## config.mk

```make
export PLATFORM = sky130hd
export DESIGN_NAME = head_stepper_track_control
export DESIGN_NICKNAME = d
export VERILOG_FILES = /design/src/head_stepper_track_control.v
export VERILOG_INCLUDE_DIRS = /design/src
export SDC_FILE = /design/constraint.sdc
export NUM_CORES = 1
export LEC_CHECK = 0
export ABC_AREA = 1
export BUFFER_PORTS_ARGS = -buffer_cell sky130_fd_sc_hd__clkbuf_2
export CAP_MARGIN = 30
export CORE_AREA = 2 2 130 132
export CTS_CLUSTER_DIAMETER = 200
export DETAILED_ROUTE_END_ITERATION = 12
export DIE_AREA = 0 0 132 134
export PLACE_DENSITY = 0.87
export SYNTH_ARGS = -nofsm -noshare
export SYNTH_HDL_FRONTEND = slang
export SYNTH_SLANG_ARGS = --single-unit
```

## constraint.sdc

```tcl
create_clock -name pclk -period 5.42 [get_ports pclk]
set_input_delay 0.542 -clock pclk [delete_from_list [all_inputs] [get_ports pclk]]
set_output_delay 0.542 -clock pclk [all_outputs]
set_load 0.01 [all_outputs]
```

## src/head_stepper_defines.vh

```
/*
  Constants for the head stepper and track control block: timing figures,
  clock rate, track limits and the APB register map with its fields.
  Assumes it is included by its bare name from the design file.
*/
`ifndef HEAD_STEPPER_DEFINES_VH
`define HEAD_STEPPER_DEFINES_VH

// ==========================================================
// clock and timing figures (microseconds)
`define CLK_MHZ 40
`define STEP_DELAY_US 3000
`define OVERLAP_US 600
`define OVERDRIVE_US 50000
`define RECAL_MAX_US 255000
// same figures as clock counts at 40 MHz
`define STEP_DELAY_CYC_DEF 24'h01D4C0
`define OVERLAP_CYC_DEF 24'h005DC0
`define OVERDRIVE_CYC_DEF 24'h1E8480
`define RECAL_MAX_CYC_DEF 24'h9BA3C0

// ==========================================================
// track counter limits
`define OUTER_ZONE_LAST 7'h2B
`define TRACK_LAST 7'h4F

// ==========================================================
// register map (byte addresses)
`define ADDR_W 12
`define REG_CTRL 12'h000
`define REG_STATUS 12'h004

// control fields
`define CTRL_RECAL_BIT 0
`define CTRL_BLOCK_BIT 1
`define CTRL_RESET 2'h0

// status fields
`define ST_TRACK_LSB 0
`define ST_DIR_BIT 8
`define ST_RECAL_BIT 9
`define ST_TIMEOUT_BIT 10
`define ST_CHANGED_BIT 11
`define ST_POS_LSB 12
`define ST_OVERDRIVE_BIT 14
`define ST_TZERO_BIT 15

`endif

```

## src/head_stepper_track_control.v

```verilog
/*
  Head positioning logic: direction latch, internal and recalibration step
  generation, 1-2 phase stepper sequencing, overdrive timer, track counter,
  disk-change flip-flop and drive-select gating of host outputs, with an
  APB slave for control and status.
  Assumes all inputs are synchronous to pclk and that the host keeps step
  pulses at least two clocks high and two clocks low.
*/
// Chosen here: register access over APB and the register offsets.
// Functional notes
// - each host step captures seek direction; direction sets phase order; code ignores steps during recalibration or while the block bit is set
// - density low: second internal step about 3 ms after host step
// - density high one step per host step, low two steps
// - auto-home enabled: recal steps every 3 ms after supply rises
// - recalibration ends within 255 ms of its start
// - during recalibration ready is low and host steps are ignored
// - steps and direction drive four phases in 1-2 phase mode
// - each phase change overlaps old and new phase for 0.6 ms
// - every step retriggers 50 ms overdrive timer, output low while running
// - track zero out needs sensor high, step-out and phase A high
// - track counter cleared on track zero, counts up on step-in
// - outer zone flag high for tracks 0-43, low for 44-79
// - low supply sense holds all internal logic in reset except input edge, host output and APB registers
// - polarity input inverts host outputs; high means true is high
// - disk removal sets disk-change flip-flop, changed output high
// - clear strobe with disk present and drive selected clears change
// - host outputs valid only while drive select is low
// - option gates index and read data with ready
`include "head_stepper_defines.vh"

module head_stepper_track_control #(
  parameter [23:0] STEP_DELAY_CYC = `STEP_DELAY_CYC_DEF,
  parameter [23:0] OVERLAP_CYC = `OVERLAP_CYC_DEF,
  parameter [23:0] OVERDRIVE_CYC = `OVERDRIVE_CYC_DEF,
  parameter [23:0] RECAL_MAX_CYC = `RECAL_MAX_CYC_DEF,
  parameter GATE_WITH_READY = 0
) (
  // clock and reset
  input wire pclk,
  input wire presetn,
  // apb slave
  input wire psel,
  input wire penable,
  input wire pwrite,
  input wire [`ADDR_W-1:0] paddr,
  input wire [31:0] pwdata,
  output reg [31:0] prdata,
  output reg pready,
  output reg pslverr,
  // host interface inputs
  input wire host_step_pulse,
  input wire seek_direction_in,
  input wire drive_select_n,
  input wire change_clear_strobe,
  // straps and sensors
  input wire density_select,
  input wire auto_home_enable_n,
  input wire low_voltage_ok,
  input wire output_polarity_invert,
  input wire track_zero_sensor,
  input wire disk_present,
  input wire spindle_ready,
  input wire index_in,
  input wire read_data_in,
  // stepper phases and overdrive
  output reg phase_a_drive,
  output reg phase_b_drive,
  output reg phase_a_bar_drive,
  output reg phase_b_bar_drive,
  output reg stepper_overdrive_n,
  // track and host outputs
  output reg outer_zone_flag,
  output reg track_zero_out,
  output reg disk_changed_out,
  output reg drive_ready_out,
  output reg index_out,
  output reg read_data_out
);

  // one-hot phase pattern for a position
  function [3:0] phase_of;
    input [1:0] pos;
    begin
      phase_of = 4'h1 << pos;
    end
  endfunction

  // host pin level from truth, select and polarity
  function host_level;
    input truth;
    input en;
    input inv;
    begin
      host_level = ~((truth & en) ^ inv);
    end
  endfunction

  // ==========================================================
  // input edges and supply reset
  reg step_prev_q;
  reg clr_prev_q;
  reg lvs_prev_q;
  wire lv_rst = ~low_voltage_ok;
  wire host_edge = host_step_pulse & ~step_prev_q;
  wire clr_edge = change_clear_strobe & ~clr_prev_q;
  wire lvs_rise = low_voltage_ok & ~lvs_prev_q;

  always @(posedge pclk or negedge presetn) begin
    if (!presetn) begin
      step_prev_q <= 1'b0;
      clr_prev_q <= 1'b0;
      lvs_prev_q <= 1'b0;
    end else begin
      step_prev_q <= host_step_pulse;
      clr_prev_q <= change_clear_strobe;
      lvs_prev_q <= low_voltage_ok;
    end
  end

  // ==========================================================
  // control register and step sources
  reg [1:0] ctrl_q;
  reg recal_q;
  reg recal_to_q;
  reg [23:0] recal_tmr_q;
  reg [23:0] recal_tot_q;
  reg istep_pend_q;
  reg [23:0] istep_cnt_q;
  reg dir_in_q;
  reg tz_q;
  wire apb_wr = psel & penable & pready & pwrite & ~pslverr;
  wire ctrl_wr = apb_wr & (paddr == `REG_CTRL);
  wire soft_recal = ctrl_wr & pwdata[`CTRL_RECAL_BIT];
  wire host_take = host_edge & ~recal_q & ~ctrl_q[`CTRL_BLOCK_BIT];
  wire istep_fire = istep_pend_q & (istep_cnt_q == 24'h000000);
  wire recal_fire = recal_q & ~tz_q & (recal_tmr_q == 24'h000000);
  wire step_ev = host_take | istep_fire | recal_fire;
  wire step_dir = host_take ? seek_direction_in : dir_in_q;
  wire recal_start = (lvs_rise & ~auto_home_enable_n) | soft_recal;

  // control register: block bit held, recal bit is a command
  always @(posedge pclk or negedge presetn) begin
    if (!presetn) begin
      ctrl_q <= `CTRL_RESET;
    end else if (lv_rst) begin
      ctrl_q <= `CTRL_RESET;
    end else if (ctrl_wr) begin
      ctrl_q <= {pwdata[`CTRL_BLOCK_BIT], 1'b0};
    end
  end

  // direction latch, step-out forced during recalibration
  always @(posedge pclk or negedge presetn) begin
    if (!presetn) begin
      dir_in_q <= 1'b0;
    end else if (lv_rst) begin
      dir_in_q <= 1'b0;
    end else if (recal_start) begin
      dir_in_q <= 1'b0;
    end else if (host_take) begin
      dir_in_q <= seek_direction_in;
    end
  end

  // internal second step while density select is low
  always @(posedge pclk or negedge presetn) begin
    if (!presetn) begin
      istep_pend_q <= 1'b0;
      istep_cnt_q <= 24'h000000;
    end else if (lv_rst || recal_q) begin
      istep_pend_q <= 1'b0;
      istep_cnt_q <= 24'h000000;
    end else if (host_take) begin
      istep_pend_q <= ~density_select;
      istep_cnt_q <= STEP_DELAY_CYC - 24'h000002;
    end else if (istep_fire) begin
      istep_pend_q <= 1'b0;
    end else if (istep_pend_q) begin
      istep_cnt_q <= istep_cnt_q - 24'h000001;
    end
  end

  // recalibration: step every 3 ms until qualified track zero or 255 ms
  always @(posedge pclk or negedge presetn) begin
    if (!presetn) begin
      recal_q <= 1'b0;
      recal_to_q <= 1'b0;
      recal_tmr_q <= 24'h000000;
      recal_tot_q <= 24'h000000;
    end else if (lv_rst) begin
      recal_q <= 1'b0;
      recal_to_q <= 1'b0;
      recal_tmr_q <= 24'h000000;
      recal_tot_q <= 24'h000000;
    end else if (recal_start) begin
      recal_q <= 1'b1;
      recal_to_q <= 1'b0;
      recal_tmr_q <= 24'h000000;
      recal_tot_q <= RECAL_MAX_CYC - 24'h000001;
    end else if (recal_q) begin
      if (tz_q) begin
        recal_q <= 1'b0;
      end else if (recal_tot_q == 24'h000000) begin
        recal_q <= 1'b0;
        recal_to_q <= 1'b1;
      end else begin
        recal_tot_q <= recal_tot_q - 24'h000001;
        recal_tmr_q <= recal_fire ? STEP_DELAY_CYC - 24'h000001 :
          recal_tmr_q - 24'h000001;
      end
    end
  end

  // ==========================================================
  // phase sequencer with overlap period
  reg [1:0] pos_q;
  reg [1:0] prev_pos_q;
  reg [23:0] ovl_cnt_q;
  wire [1:0] pos_d = step_dir ? pos_q + 2'h1 : pos_q - 2'h1;
  wire [3:0] phase_d = phase_of(pos_q) |
    ((ovl_cnt_q != 24'h000000) ? phase_of(prev_pos_q) : 4'h0);

  always @(posedge pclk or negedge presetn) begin
    if (!presetn) begin
      pos_q <= 2'h0;
      prev_pos_q <= 2'h0;
      ovl_cnt_q <= 24'h000000;
    end else if (lv_rst) begin
      pos_q <= 2'h0;
      prev_pos_q <= 2'h0;
      ovl_cnt_q <= 24'h000000;
    end else if (step_ev) begin
      prev_pos_q <= pos_q;
      pos_q <= pos_d;
      ovl_cnt_q <= OVERLAP_CYC;
    end else if (ovl_cnt_q != 24'h000000) begin
      ovl_cnt_q <= ovl_cnt_q - 24'h000001;
    end
  end

  // phase outputs registered
  always @(posedge pclk or negedge presetn) begin
    if (!presetn) begin
      {phase_b_bar_drive, phase_a_bar_drive, phase_b_drive, phase_a_drive} <= 4'h1;
    end else if (lv_rst) begin
      {phase_b_bar_drive, phase_a_bar_drive, phase_b_drive, phase_a_drive} <= 4'h1;
    end else begin
      {phase_b_bar_drive, phase_a_bar_drive, phase_b_drive, phase_a_drive} <= phase_d;
    end
  end

  // ==========================================================
  // overdrive timer, retriggered by every step
  reg [23:0] od_cnt_q;

  always @(posedge pclk or negedge presetn) begin
    if (!presetn) begin
      od_cnt_q <= 24'h000000;
      stepper_overdrive_n <= 1'b1;
    end else if (lv_rst) begin
      od_cnt_q <= 24'h000000;
      stepper_overdrive_n <= 1'b1;
    end else begin
      if (step_ev) begin
        od_cnt_q <= OVERDRIVE_CYC;
      end else if (od_cnt_q != 24'h000000) begin
        od_cnt_q <= od_cnt_q - 24'h000001;
      end
      stepper_overdrive_n <= ~(step_ev | (od_cnt_q > 24'h000001));
    end
  end

  // ==========================================================
  // track zero qualification, track counter, outer zone
  reg [6:0] trk_q;

  always @(posedge pclk or negedge presetn) begin
    if (!presetn) begin
      tz_q <= 1'b0;
      trk_q <= 7'h00;
      outer_zone_flag <= 1'b1;
    end else if (lv_rst) begin
      tz_q <= 1'b0;
      trk_q <= 7'h00;
      outer_zone_flag <= 1'b1;
    end else begin
      tz_q <= track_zero_sensor & ~dir_in_q & phase_a_drive;
      if (tz_q) begin
        trk_q <= 7'h00;
      end else if (step_ev && step_dir && trk_q != `TRACK_LAST) begin
        trk_q <= trk_q + 7'h01;
      end else if (step_ev && !step_dir && trk_q != 7'h00) begin
        trk_q <= trk_q - 7'h01;
      end
      outer_zone_flag <= (trk_q <= `OUTER_ZONE_LAST);
    end
  end

  // ==========================================================
  // disk-change flip-flop, set wins over clear
  reg dc_q;

  always @(posedge pclk or negedge presetn) begin
    if (!presetn) begin
      dc_q <= 1'b0;
    end else if (lv_rst) begin
      dc_q <= 1'b0;
    end else if (!disk_present) begin
      dc_q <= 1'b1;
    end else if (clr_edge && !drive_select_n) begin
      dc_q <= 1'b0;
    end
  end

  // ==========================================================
  // host outputs gated by select, ready option and polarity
  wire sel = ~drive_select_n;
  wire rdy = spindle_ready & ~recal_q;
  wire opt_ok = (GATE_WITH_READY != 0) ? rdy : 1'b1;
  wire pol = output_polarity_invert;

  always @(posedge pclk or negedge presetn) begin
    if (!presetn) begin
      track_zero_out <= 1'b0;
      disk_changed_out <= 1'b0;
      drive_ready_out <= 1'b0;
      index_out <= 1'b0;
      read_data_out <= 1'b0;
    end else begin
      track_zero_out <= host_level(tz_q, sel, pol);
      disk_changed_out <= host_level(dc_q, sel, pol);
      drive_ready_out <= host_level(rdy, sel, pol);
      index_out <= host_level(index_in & opt_ok, sel, pol);
      read_data_out <= host_level(read_data_in & opt_ok, sel, pol);
    end
  end

  // ==========================================================
  // apb slave: zero wait states, error on unmapped address
  wire setup = psel & ~penable;
  wire mapped = (paddr == `REG_CTRL) | (paddr == `REG_STATUS);
  wire [31:0] status_w = ({25'h0, trk_q} << `ST_TRACK_LSB) |
    ({31'h0, dir_in_q} << `ST_DIR_BIT) |
    ({31'h0, recal_q} << `ST_RECAL_BIT) |
    ({31'h0, recal_to_q} << `ST_TIMEOUT_BIT) |
    ({31'h0, dc_q} << `ST_CHANGED_BIT) |
    ({30'h0, pos_q} << `ST_POS_LSB) |
    ({31'h0, ~stepper_overdrive_n} << `ST_OVERDRIVE_BIT) |
    ({31'h0, tz_q} << `ST_TZERO_BIT);

  always @(posedge pclk or negedge presetn) begin
    if (!presetn) begin
      pready <= 1'b0;
      pslverr <= 1'b0;
      prdata <= 32'h00000000;
    end else if (setup) begin
      pready <= 1'b1;
      pslverr <= ~mapped;
      if (pwrite || !mapped) begin
        prdata <= 32'h00000000;
      end else if (paddr == `REG_CTRL) begin
        prdata <= {30'h0, ctrl_q};
      end else begin
        prdata <= status_w;
      end
    end else begin
      pready <= 1'b0;
      pslverr <= 1'b0;
    end
  end

endmodule

```

==> results of run 1 <==
[cell families (layout without fill, tap and decap cells)]
logic type	count (synthesis)	in the layout	share of synthesized area
buf+inv	192	243	0.0842
compound gates	139	139	0.0756
flops	169	169	0.415
other cells	1	17	0.000368
simple gates	802	802	0.350
fa+ha+maj	15	15	0.0192
xor+xnor	64	64	0.0550
[path summary, 6_finish.rpt]
| path | startpoint | to | slack [ns] | depth (start not counted) |
|---|---|---|---|---|
| worst max-delay path | recal_tmr_q[0]$_DFFE_PN0P_ | trk_q[5]$_DFFE_PN0P_ | 2.18 | 15 |
| worst min-delay path | presetn | istep_cnt_q[15]$_DFFE_PN0P_ | 0.04 | 1 |
| worst max register to register | recal_tmr_q[0]$_DFFE_PN0P_ | trk_q[5]$_DFFE_PN0P_ | 2.18 | 15 |
| worst min register to register | recal_tot_q[1]$_DFFE_PN0P_ | recal_tot_q[1]$_DFFE_PN0P_ | 0.49 | 2 |
| max in group asynchronous | presetn | od_cnt_q[8]$_DFFE_PN0P_ | 4.21 | 2 |
| min in group pclk | host_step_pulse | step_prev_q$_DFF_PN0_ | 0.23 | 1 |
[worst max-delay path, stage by stage, from the launching register on]
cell and delay [ns]:
sky130_fd_sc_hd__dfrtp_1 0.39, sky130_fd_sc_hd__inv_1 0.12, sky130_fd_sc_hd__ha_1 0.16, sky130_fd_sc_hd__inv_1 0.06, sky130_fd_sc_hd__nor2_1 0.08, sky130_fd_sc_hd__nand2_1 0.05, sky130_fd_sc_hd__nor2_1 0.19, sky130_fd_sc_hd__nand3_4 0.20
sky130_fd_sc_hd__nand3_4 0.37, sky130_fd_sc_hd__nand2_1 0.32, sky130_fd_sc_hd__ha_1 0.47, sky130_fd_sc_hd__nand2_1 0.09, sky130_fd_sc_hd__or2_2 0.31, sky130_fd_sc_hd__nand4_1 0.08, sky130_fd_sc_hd__nand2_1 0.06, sky130_fd_sc_hd__o21ai_0 0.18
[per-stage QoR]
step | setup WS (ns) | cell area [µm²] | utilization | std cells
after floorplan | 2.94 | 10300 | - | 1398
after global placement | 2.26 | 10600 | 0.648 | 1637
after detailed placement | 2.19 | 10600 | 0.648 | 1637
after CTS | 2.18 | 11200 | 0.686 | 1669
after global routing | 1.87 | 11200 | 0.686 | 1669
final | 2.18 | 11200 | 0.686 | 1669
[per-layer routing]
layer	wire, µm	track usage	part of all wire	vias up
met1	9980	0.353	0.41	4398
li1	-	-	-	4506
met2	12200	0.503	0.50	346
met3	1510	0.0488	0.062	69
met4	826	0.120	0.034	0
met5	0	0	0	-
[power by group through the flow]
stage | Sequential (mW) | Combinational (mW) | Clock, mW
6_report | 1.72 | 2.30 | 1.28
3_3_place_gp | 1.72 | 2.18 | 0
3_5_place_dp | 1.73 | 2.25 | 0
5_1_grt | 1.75 | 2.63 | 1.34
4_1_cts | 1.71 | 2.29 | 1.29
2_1_floorplan | 1.68 | 1.84 | 0
[flip-flops by register name, indices dropped and copies added (netlist names), 2 cells and up]
| register | cells |
|---|---|
| istep_cnt_q | 24 |
| recal_tmr_q | 24 |
| ovl_cnt_q | 24 |
| od_cnt_q | 24 |
| recal_tot_q | 24 |
| pos_q | 2 |
| prdata | 15 |
| trk_q | 7 |
| prev_pos_q | 2 |
[cells in the final DEF (no fill, tap or decap), types with 25 or more instances in the layout]
master and instances:
sky130_fd_sc_hd__clkbuf_2 58, sky130_fd_sc_hd__nand3_1 114, sky130_fd_sc_hd__nand4_1 25, sky130_fd_sc_hd__o21ai_0 56, sky130_fd_sc_hd__nand2_1 330, sky130_fd_sc_hd__nor2_1 233
sky130_fd_sc_hd__nor3_1 28, sky130_fd_sc_hd__o21ai_1 25, sky130_fd_sc_hd__xor2_1 50, sky130_fd_sc_hd__dfrtp_1 166, sky130_fd_sc_hd__inv_1 140, sky130_fd_sc_hd__a21oi_1 31
[final cells by class]
type	count	area, µm²
Clock buffer	17	425
Clock inverter	15	189
Fill cell	1333	5120
Inverter	149	559
Multi-Input combinational cell	1037	5160
Sequential cell	169	4230
Tap cell	220	275
Timing Repair Buffer	62	324
[Yosys cell counts, types with 5 or more instances]
| master | n |
|---|---|
| sky130_fd_sc_hd__nand4_1 | 25 |
| sky130_fd_sc_hd__buf_2 | 5 |
| sky130_fd_sc_hd__nand2_1 | 330 |
| sky130_fd_sc_hd__nor3_1 | 28 |
| sky130_fd_sc_hd__xor2_1 | 50 |
| sky130_fd_sc_hd__nand3_1 | 114 |
| sky130_fd_sc_hd__nand2_2 | 6 |
| sky130_fd_sc_hd__xnor2_1 | 14 |
| sky130_fd_sc_hd__inv_1 | 140 |
| sky130_fd_sc_hd__o21ai_1 | 25 |
| sky130_fd_sc_hd__buf_6 | 6 |
| sky130_fd_sc_hd__nor2_2 | 18 |
| sky130_fd_sc_hd__o21ai_0 | 56 |
| sky130_fd_sc_hd__buf_4 | 23 |
| sky130_fd_sc_hd__inv_2 | 9 |
| sky130_fd_sc_hd__nand3b_1 | 11 |
| sky130_fd_sc_hd__dfrtp_1 | 166 |
| sky130_fd_sc_hd__nor4_1 | 5 |
| sky130_fd_sc_hd__or2_2 | 9 |
| sky130_fd_sc_hd__ha_1 | 14 |
| sky130_fd_sc_hd__o31ai_1 | 15 |
| sky130_fd_sc_hd__nor2_4 | 7 |
| sky130_fd_sc_hd__a21oi_1 | 31 |
| sky130_fd_sc_hd__clkbuf_1 | 8 |
| sky130_fd_sc_hd__nor2_1 | 233 |
==> out/metrics.yaml, run 1 <==
outcome:
  outcome: "complete, no violations"
sta:
  layout_worst_path_cycle_share: 0.598
  final-hold-violation-count: 0
  post-route-min-period_ns: 3.24
  setup_tns_ns: 0
  final-setup-viol-count: 0
  worst_pin_slew_ns: 0.773
  relSlewSlack: 0.485
  fmax_mhz: 309
  timing.clock.skew_ns: 0.0144
  grt_setup_unrepaired: "no"
  report.final.slew_viol_count: 0
  fin_worst_hold_slack_ns: 0.0427
logic_synthesis:
  synth.cell_area_um2: 10200
  syn-mean-instance-area_um2: 7.38
  synth_seq_cells: 169
  synth_top_flop_cell: "sky130_fd_sc_hd__dfrtp_1"
  synth-warning-count: 0
  synth_cell_type_count: 44
  synth.largest_area_cell: "sky130_fd_sc_hd__dfrtp_1"
  synthesis.instances: 1382
  synthDominantCellAreaShare: 0.408
  synth_async_sr_flop_share: 1.00
  synth-edff-count: 0
  synth.top_cells.by_area: "sky130_fd_sc_hd__dfrtp_1 (41%), sky130_fd_sc_hd__nand2_1 (12%), sky130_fd_sc_hd__nor2_1 (8.6%)"
  sequential_element_share_of_the_synthesized_area: 0.415
detailed_routing:
  vias_per_cell: 5.58
  wire_per_inst_um: 14.7
  detail_route.drc_violations: 0
  detailed_route_wire_length_mm: 24.5
  drt_pre_antenna_iters: 7
  post_route_ant_nets: 0
  drtIter0Drc: 730
  via_count: 9319
clock_network:
  cts_resized: 0
  clkLatencyLatePin_ns: 0.44
  postCtsSetupRepairBufs: 0
  postCtsHoldBufs: 0
  cts_made_buffers: 17
  ctsHtreeMaxLevel: 4
  max-clock-path-buffers: 2
  cts.root.buffer_cell: "sky130_fd_sc_hd__clkbuf_16"
  cts_clock_pin_slew_for_the_worst_setup_and_hold_paths_ns: 0.07
  tritoncts: "built"
  clkSinkCount: 169
grt:
  vias_in_the_first_global_route: 9025
  grt_antenna_before_repair: 0
  grt_first_pass_wirelength_mm: 41.6
  maximum_number_of_pins_on_one_net_before_global_route_repair: 64
  track_usage: 0.287
  globalRouteOverflowTotal: 0
finish:
  insertedDiodeCount: 0
  finish.net_count: 1513
  drive_gt1_frac: 0.112
  areaGrowthSynthToFinish_pct: 9.56
pwr:
  fin_total_pwr_mw: 5.30
  switchingPower_mw: 2.26
  power_leakage_nw: 5.86
  powerDensity_nw_per_um2: 474
  power.share.clock: 0.241
  internal_power_consumption_mw: 3.04
  power.switching_fraction: 0.426
  comb_power_share: 0.434
  peak_supply_drop_mv: 0.392
  sequentialPowerShare: 0.325
worst_setup_path:
  setup.worst_path.class: "reg -> reg"
  cp-start-kind: "register"
  worstPathRequired_ns: 5.77
  worst-endpoint-arrival_ns: 3.59
  crit_fanout: 36
  crit_path_end_kind: "register"
hold_path:
  hold_path.class: "in -> async"
die:
  ios: 107
  dieWidth_um: 132
  core_um2: 16300
  fp.dieArea_um2: 17700
  initial_core_util: 0.626
  placement_rows: 47
  die_height_um: 134
placement:
  dp.final_hpwl_mm: 17.1
  port_buffers: 59
  gp_congestion: 0.930
job:
  max_cap_viol_count: 0
Power figures use the tool's default switching activity.
==> run 2, diff against run 1 <==
--- a/config.mk
+++ b/config.mk
@@ -9,11 +9,11 @@
 export ABC_AREA = 1
 export BUFFER_PORTS_ARGS = -buffer_cell sky130_fd_sc_hd__clkbuf_2
 export CAP_MARGIN = 30
-export CORE_AREA = 2 2 130 132
+export CORE_AREA = 2 2 141 143
 export CTS_CLUSTER_DIAMETER = 200
 export DETAILED_ROUTE_END_ITERATION = 12
-export DIE_AREA = 0 0 132 134
-export PLACE_DENSITY = 0.87
+export DIE_AREA = 0 0 143 145
+export PLACE_DENSITY = 0.79
 export SYNTH_ARGS = -nofsm -noshare
 export SYNTH_HDL_FRONTEND = slang
 export SYNTH_SLANG_ARGS = --single-unit
==> constraint.sdc (replaced) <==
create_clock -name pclk -period 2.7 [get_ports pclk]
set_input_delay 0.27 -clock pclk [delete_from_list [all_inputs] [get_ports pclk]]
set_output_delay 0.27 -clock pclk [all_outputs]
set_load 0.01 [all_outputs]
==> run 2 against run 1 <==
Effect of this change:
- total power rose by 100%
- clock power rose by 110%
- sequential power rose by 100%
- via count barely moved
- critical endpoint is now trk_q[6]$_DFFE_PN0P_
- highest routed layer unchanged
==> out/metrics.yaml, run 2 (synthesis results as in run 1) <==
die:
  fp.dieArea_um2: 20700  # +17%
  initial_core_util: 0.531  # -0.0951
  core_um2: 19200  # +18%
  dieWidth_um: 143  # +8.3%
  ios: 107  # unchanged
  placement_rows: 51  # +8.5%
  die_height_um: 145  # +8.2%
hold_path:
  hold_path.class: "in -> reg"
  hold_path_end: "pready$_DFF_PN0_"
  hold_start: "penable"
  worst_hold_path.num_cells: 2
worst_setup_path:
  worst_path_most_repeated_cell: "sky130_fd_sc_hd__nand2_1"
  crit_path_end_kind: "register"
  worstPathRequired_ns: 3.06  # -2.71 ns
  path_cells: "nor2_1 > nand2_1 > nor3_2 > nor2_4 > nand2_4 > inv_1 > fa_1 > inv_1 > nand3_1 > nand3_1 > nand2_1 > nand2_1 > inv_1 > nand3_1 > nand2_1 > o21ai_1"
  slowest_stage: "sky130_fd_sc_hd__dfrtp_1"
  rr_startpoint: "trk_q[4]$_DFFE_PN0P_"
  setup.worst_path.class: "reg -> reg"
  reg2reg_depth: 16  # +1
  crit_fanout: 8  # -78%
  ff2ff_setup_slack_ns: 0.12  # -2.06 ns
  capturing_point_of_the_worst_reg2reg_path: "trk_q[6]$_DFFE_PN0P_"
  cp-start-kind: "register"
  worst-endpoint-arrival_ns: 2.94  # -0.65 ns
  critical_path.max_stage_delay_ns: 0.47  # about the same
sta:
  setup_tns_ns: 0  # unchanged
  timing.clock.skew_ns: 0.0147  # +0.000259 ns
  final-setup-viol-count: 0  # unchanged
  final-hold-violation-count: 0  # unchanged
  relSlewSlack: 0.560  # +0.0755
  layout_worst_path_cycle_share: 0.957  # +0.359
  report.final.slew_viol_count: 0  # unchanged
  post-route-min-period_ns: 2.58  # -0.655 ns
  fin_worst_hold_slack_ns: 0.0152  # -0.0275 ns
  worst_slack_ns: 0.116  # -2.06 ns
  worst_pin_slew_ns: 0.659  # -0.113 ns
  fmax_mhz: 387  # +25%
finish:
  insertedDiodeCount: 0  # unchanged
  drive_gt1_frac: 0.125  # +0.0131
  mostFrequentLayoutCells: "sky130_fd_sc_hd__nand2_1 (329), sky130_fd_sc_hd__nor2_1 (230), sky130_fd_sc_hd__dfrtp_1 (166), sky130_fd_sc_hd__inv_1 (140), sky130_fd_sc_hd__nand3_1 (114)"
  final_common_cell: "sky130_fd_sc_hd__nand2_1"
  fin_util: 0.598  # -0.0879
  finish.net_count: 1529  # +1.1%
  areaGrowthSynthToFinish_pct: 12.6
pwr:
  powerDensity_nw_per_um2: 939  # +98%
  fin_total_pwr_mw: 10.8  # +100%
  power_leakage_nw: 5.97  # +1.9%
  peak_supply_drop_mv: 0.615  # +57%
  internal_power_consumption_mw: 6.24  # +110%
  comb_power_share: 0.435  # about the same
  power.share.clock: 0.245  # +0.004
  power.switching_fraction: 0.422  # -0.00453
  switchingPower_mw: 4.55  # +100%
  sequentialPowerShare: 0.320  # -0.005
clock_network:
  max-clock-path-buffers: 2  # unchanged
  cts_clock_pin_slew_for_the_worst_setup_and_hold_paths_ns: 0.07  # about the same
  tritoncts: "built"
  ctsHtreeMaxLevel: 4  # unchanged
  clkSinkCount: 169  # unchanged
  cts.root.buffer_cell: "sky130_fd_sc_hd__clkbuf_16"
  cts_made_buffers: 17  # unchanged
  clkLatencyLatePin_ns: 0.44  # about the same
placement:
  port_buffers: 59  # unchanged
  gp_congestion: 0.958  # +3.0%
  dp.final_hpwl_mm: 17.3  # +0.78%
  pre_cts_slack_ns: 0.0752  # -2.11 ns
outcome:
  outcome: "complete, no violations"
detailed_routing:
  drt_pre_antenna_iters: 7  # unchanged
  detail_route.drc_violations: 0  # unchanged
  drtIter0Drc: 842  # +15%
  wire_per_inst_um: 14.6  # -0.23%
  detailed_route_wire_length_mm: 25.3  # +3.4%
  via_count: 9327  # +0.086%
  post_route_ant_nets: 0  # unchanged
  vias_per_cell: 5.39  # -3.4%
job:
  max_cap_viol_count: 0  # unchanged
grt:
  track_usage: 0.247  # -0.0402
  grt_first_pass_wirelength_mm: 41.9  # +0.68%
  grt_antenna_before_repair: 0  # unchanged
  globalRouteOverflowTotal: 0  # unchanged
  vias_in_the_first_global_route: 8972  # -0.59%
  maximum_number_of_pins_on_one_net_before_global_route_repair: 69  # +7.8%
## run 2: cell count changes in the layout (fill, tap and decap cells not counted), moves of 3 or more
cell / before / now
sky130_fd_sc_hd__ha_4: 0 / 4
sky130_fd_sc_hd__dlygate4sd3_1: 0 / 3
sky130_fd_sc_hd__buf_4: 3 / 13
sky130_fd_sc_hd__buf_12: 0 / 3
sky130_fd_sc_hd__clkbuf_8: 0 / 3
sky130_fd_sc_hd__nor2_1: 233 / 230
sky130_fd_sc_hd__ha_1: 14 / 10
## run 2: layout make-up
cell class | instances | area (µm²)
Timing Repair Buffer | 78 | 489
Inverter | 149 | 559
Tap cell | 265 | 332
Clock buffer | 21 | 470
Multi-Input combinational cell | 1037 | 5240
Clock inverter | 11 | 159
Fill cell | 1675 | 7730
Sequential cell | 169 | 4230
## run 2: critical path: cells and delay by family (launching register included)
family	cells	cell delay (ns)
buffers and inverters	3	0.22
AND/OR/NAND/NOR	11	1.24
AO/OA/AOI/OAI	1	0.14
adder cells (fa/ha/maj)	1	0.41
flip-flops	1	0.47
## run 2: worst max path at each step
stage / start / slack [ns] / cells past startpoint / to
3_3_place_gp: recal_tmr_q[0]$_DFFE_PN0P_ / 0.15 / 20 / trk_q[6]$_DFFE_PN0P_
4_1_cts: recal_tmr_q[0]$_DFFE_PN0P_ / 0.01 / 20 / trk_q[6]$_DFFE_PN0P_
6_report: trk_q[4]$_DFFE_PN0P_ / 0.12 / 16 / trk_q[6]$_DFFE_PN0P_
5_1_grt: host_step_pulse / -0.003 / 19 / trk_q[6]$_DFFE_PN0P_
2_1_floorplan: recal_tmr_q[0]$_DFFE_PN0P_ / 0.24 / 16 / trk_q[5]$_DFFE_PN0P_
3_5_place_dp: recal_tmr_q[0]$_DFFE_PN0P_ / 0.08 / 20 / trk_q[6]$_DFFE_PN0P_
## run 2: power by group through the flow
stage	clock, mW	combinational [mW]	sequential [mW]
after floorplan	0	3.70	3.37
after global placement	0	4.43	3.46
after detailed placement	0	4.54	3.47
after CTS	2.65	4.61	3.43
after global routing	2.77	5.34	3.51
final	2.64	4.69	3.45
## run 2: what timing repair did
| item | in CTS | in global routing |
|---|---|---|
| resized for setup | 0 | 13 |
| hold endpoints to repair | 67 | 0 |
| hold buffers | 3 | 0 |
| setup buffers | 0 | 2 |
| setup endpoints to repair | 0 | 4 |
## run 2: metal layers
layer | track usage | wire length (µm) | vias up
met2 | 0.405 | 12400 | 329
met4 | 0.0980 | 711 | 0
li1 | - | - | 4547
met3 | 0.0426 | 1270 | 60
met5 | 0 | 0 | -
met1 | 0.325 | 10900 | 4391
## run 2: per-stage QoR
| stage | area (µm²) | instances |
|---|---|---|
| CTS | 11400 | 1728 |
| detailed placement | 10700 | 1693 |
| global route | 11500 | 1730 |
| floorplan | 10300 | 1398 |
| finish | 11500 | 1730 |
| global placement | 10700 | 1693 |
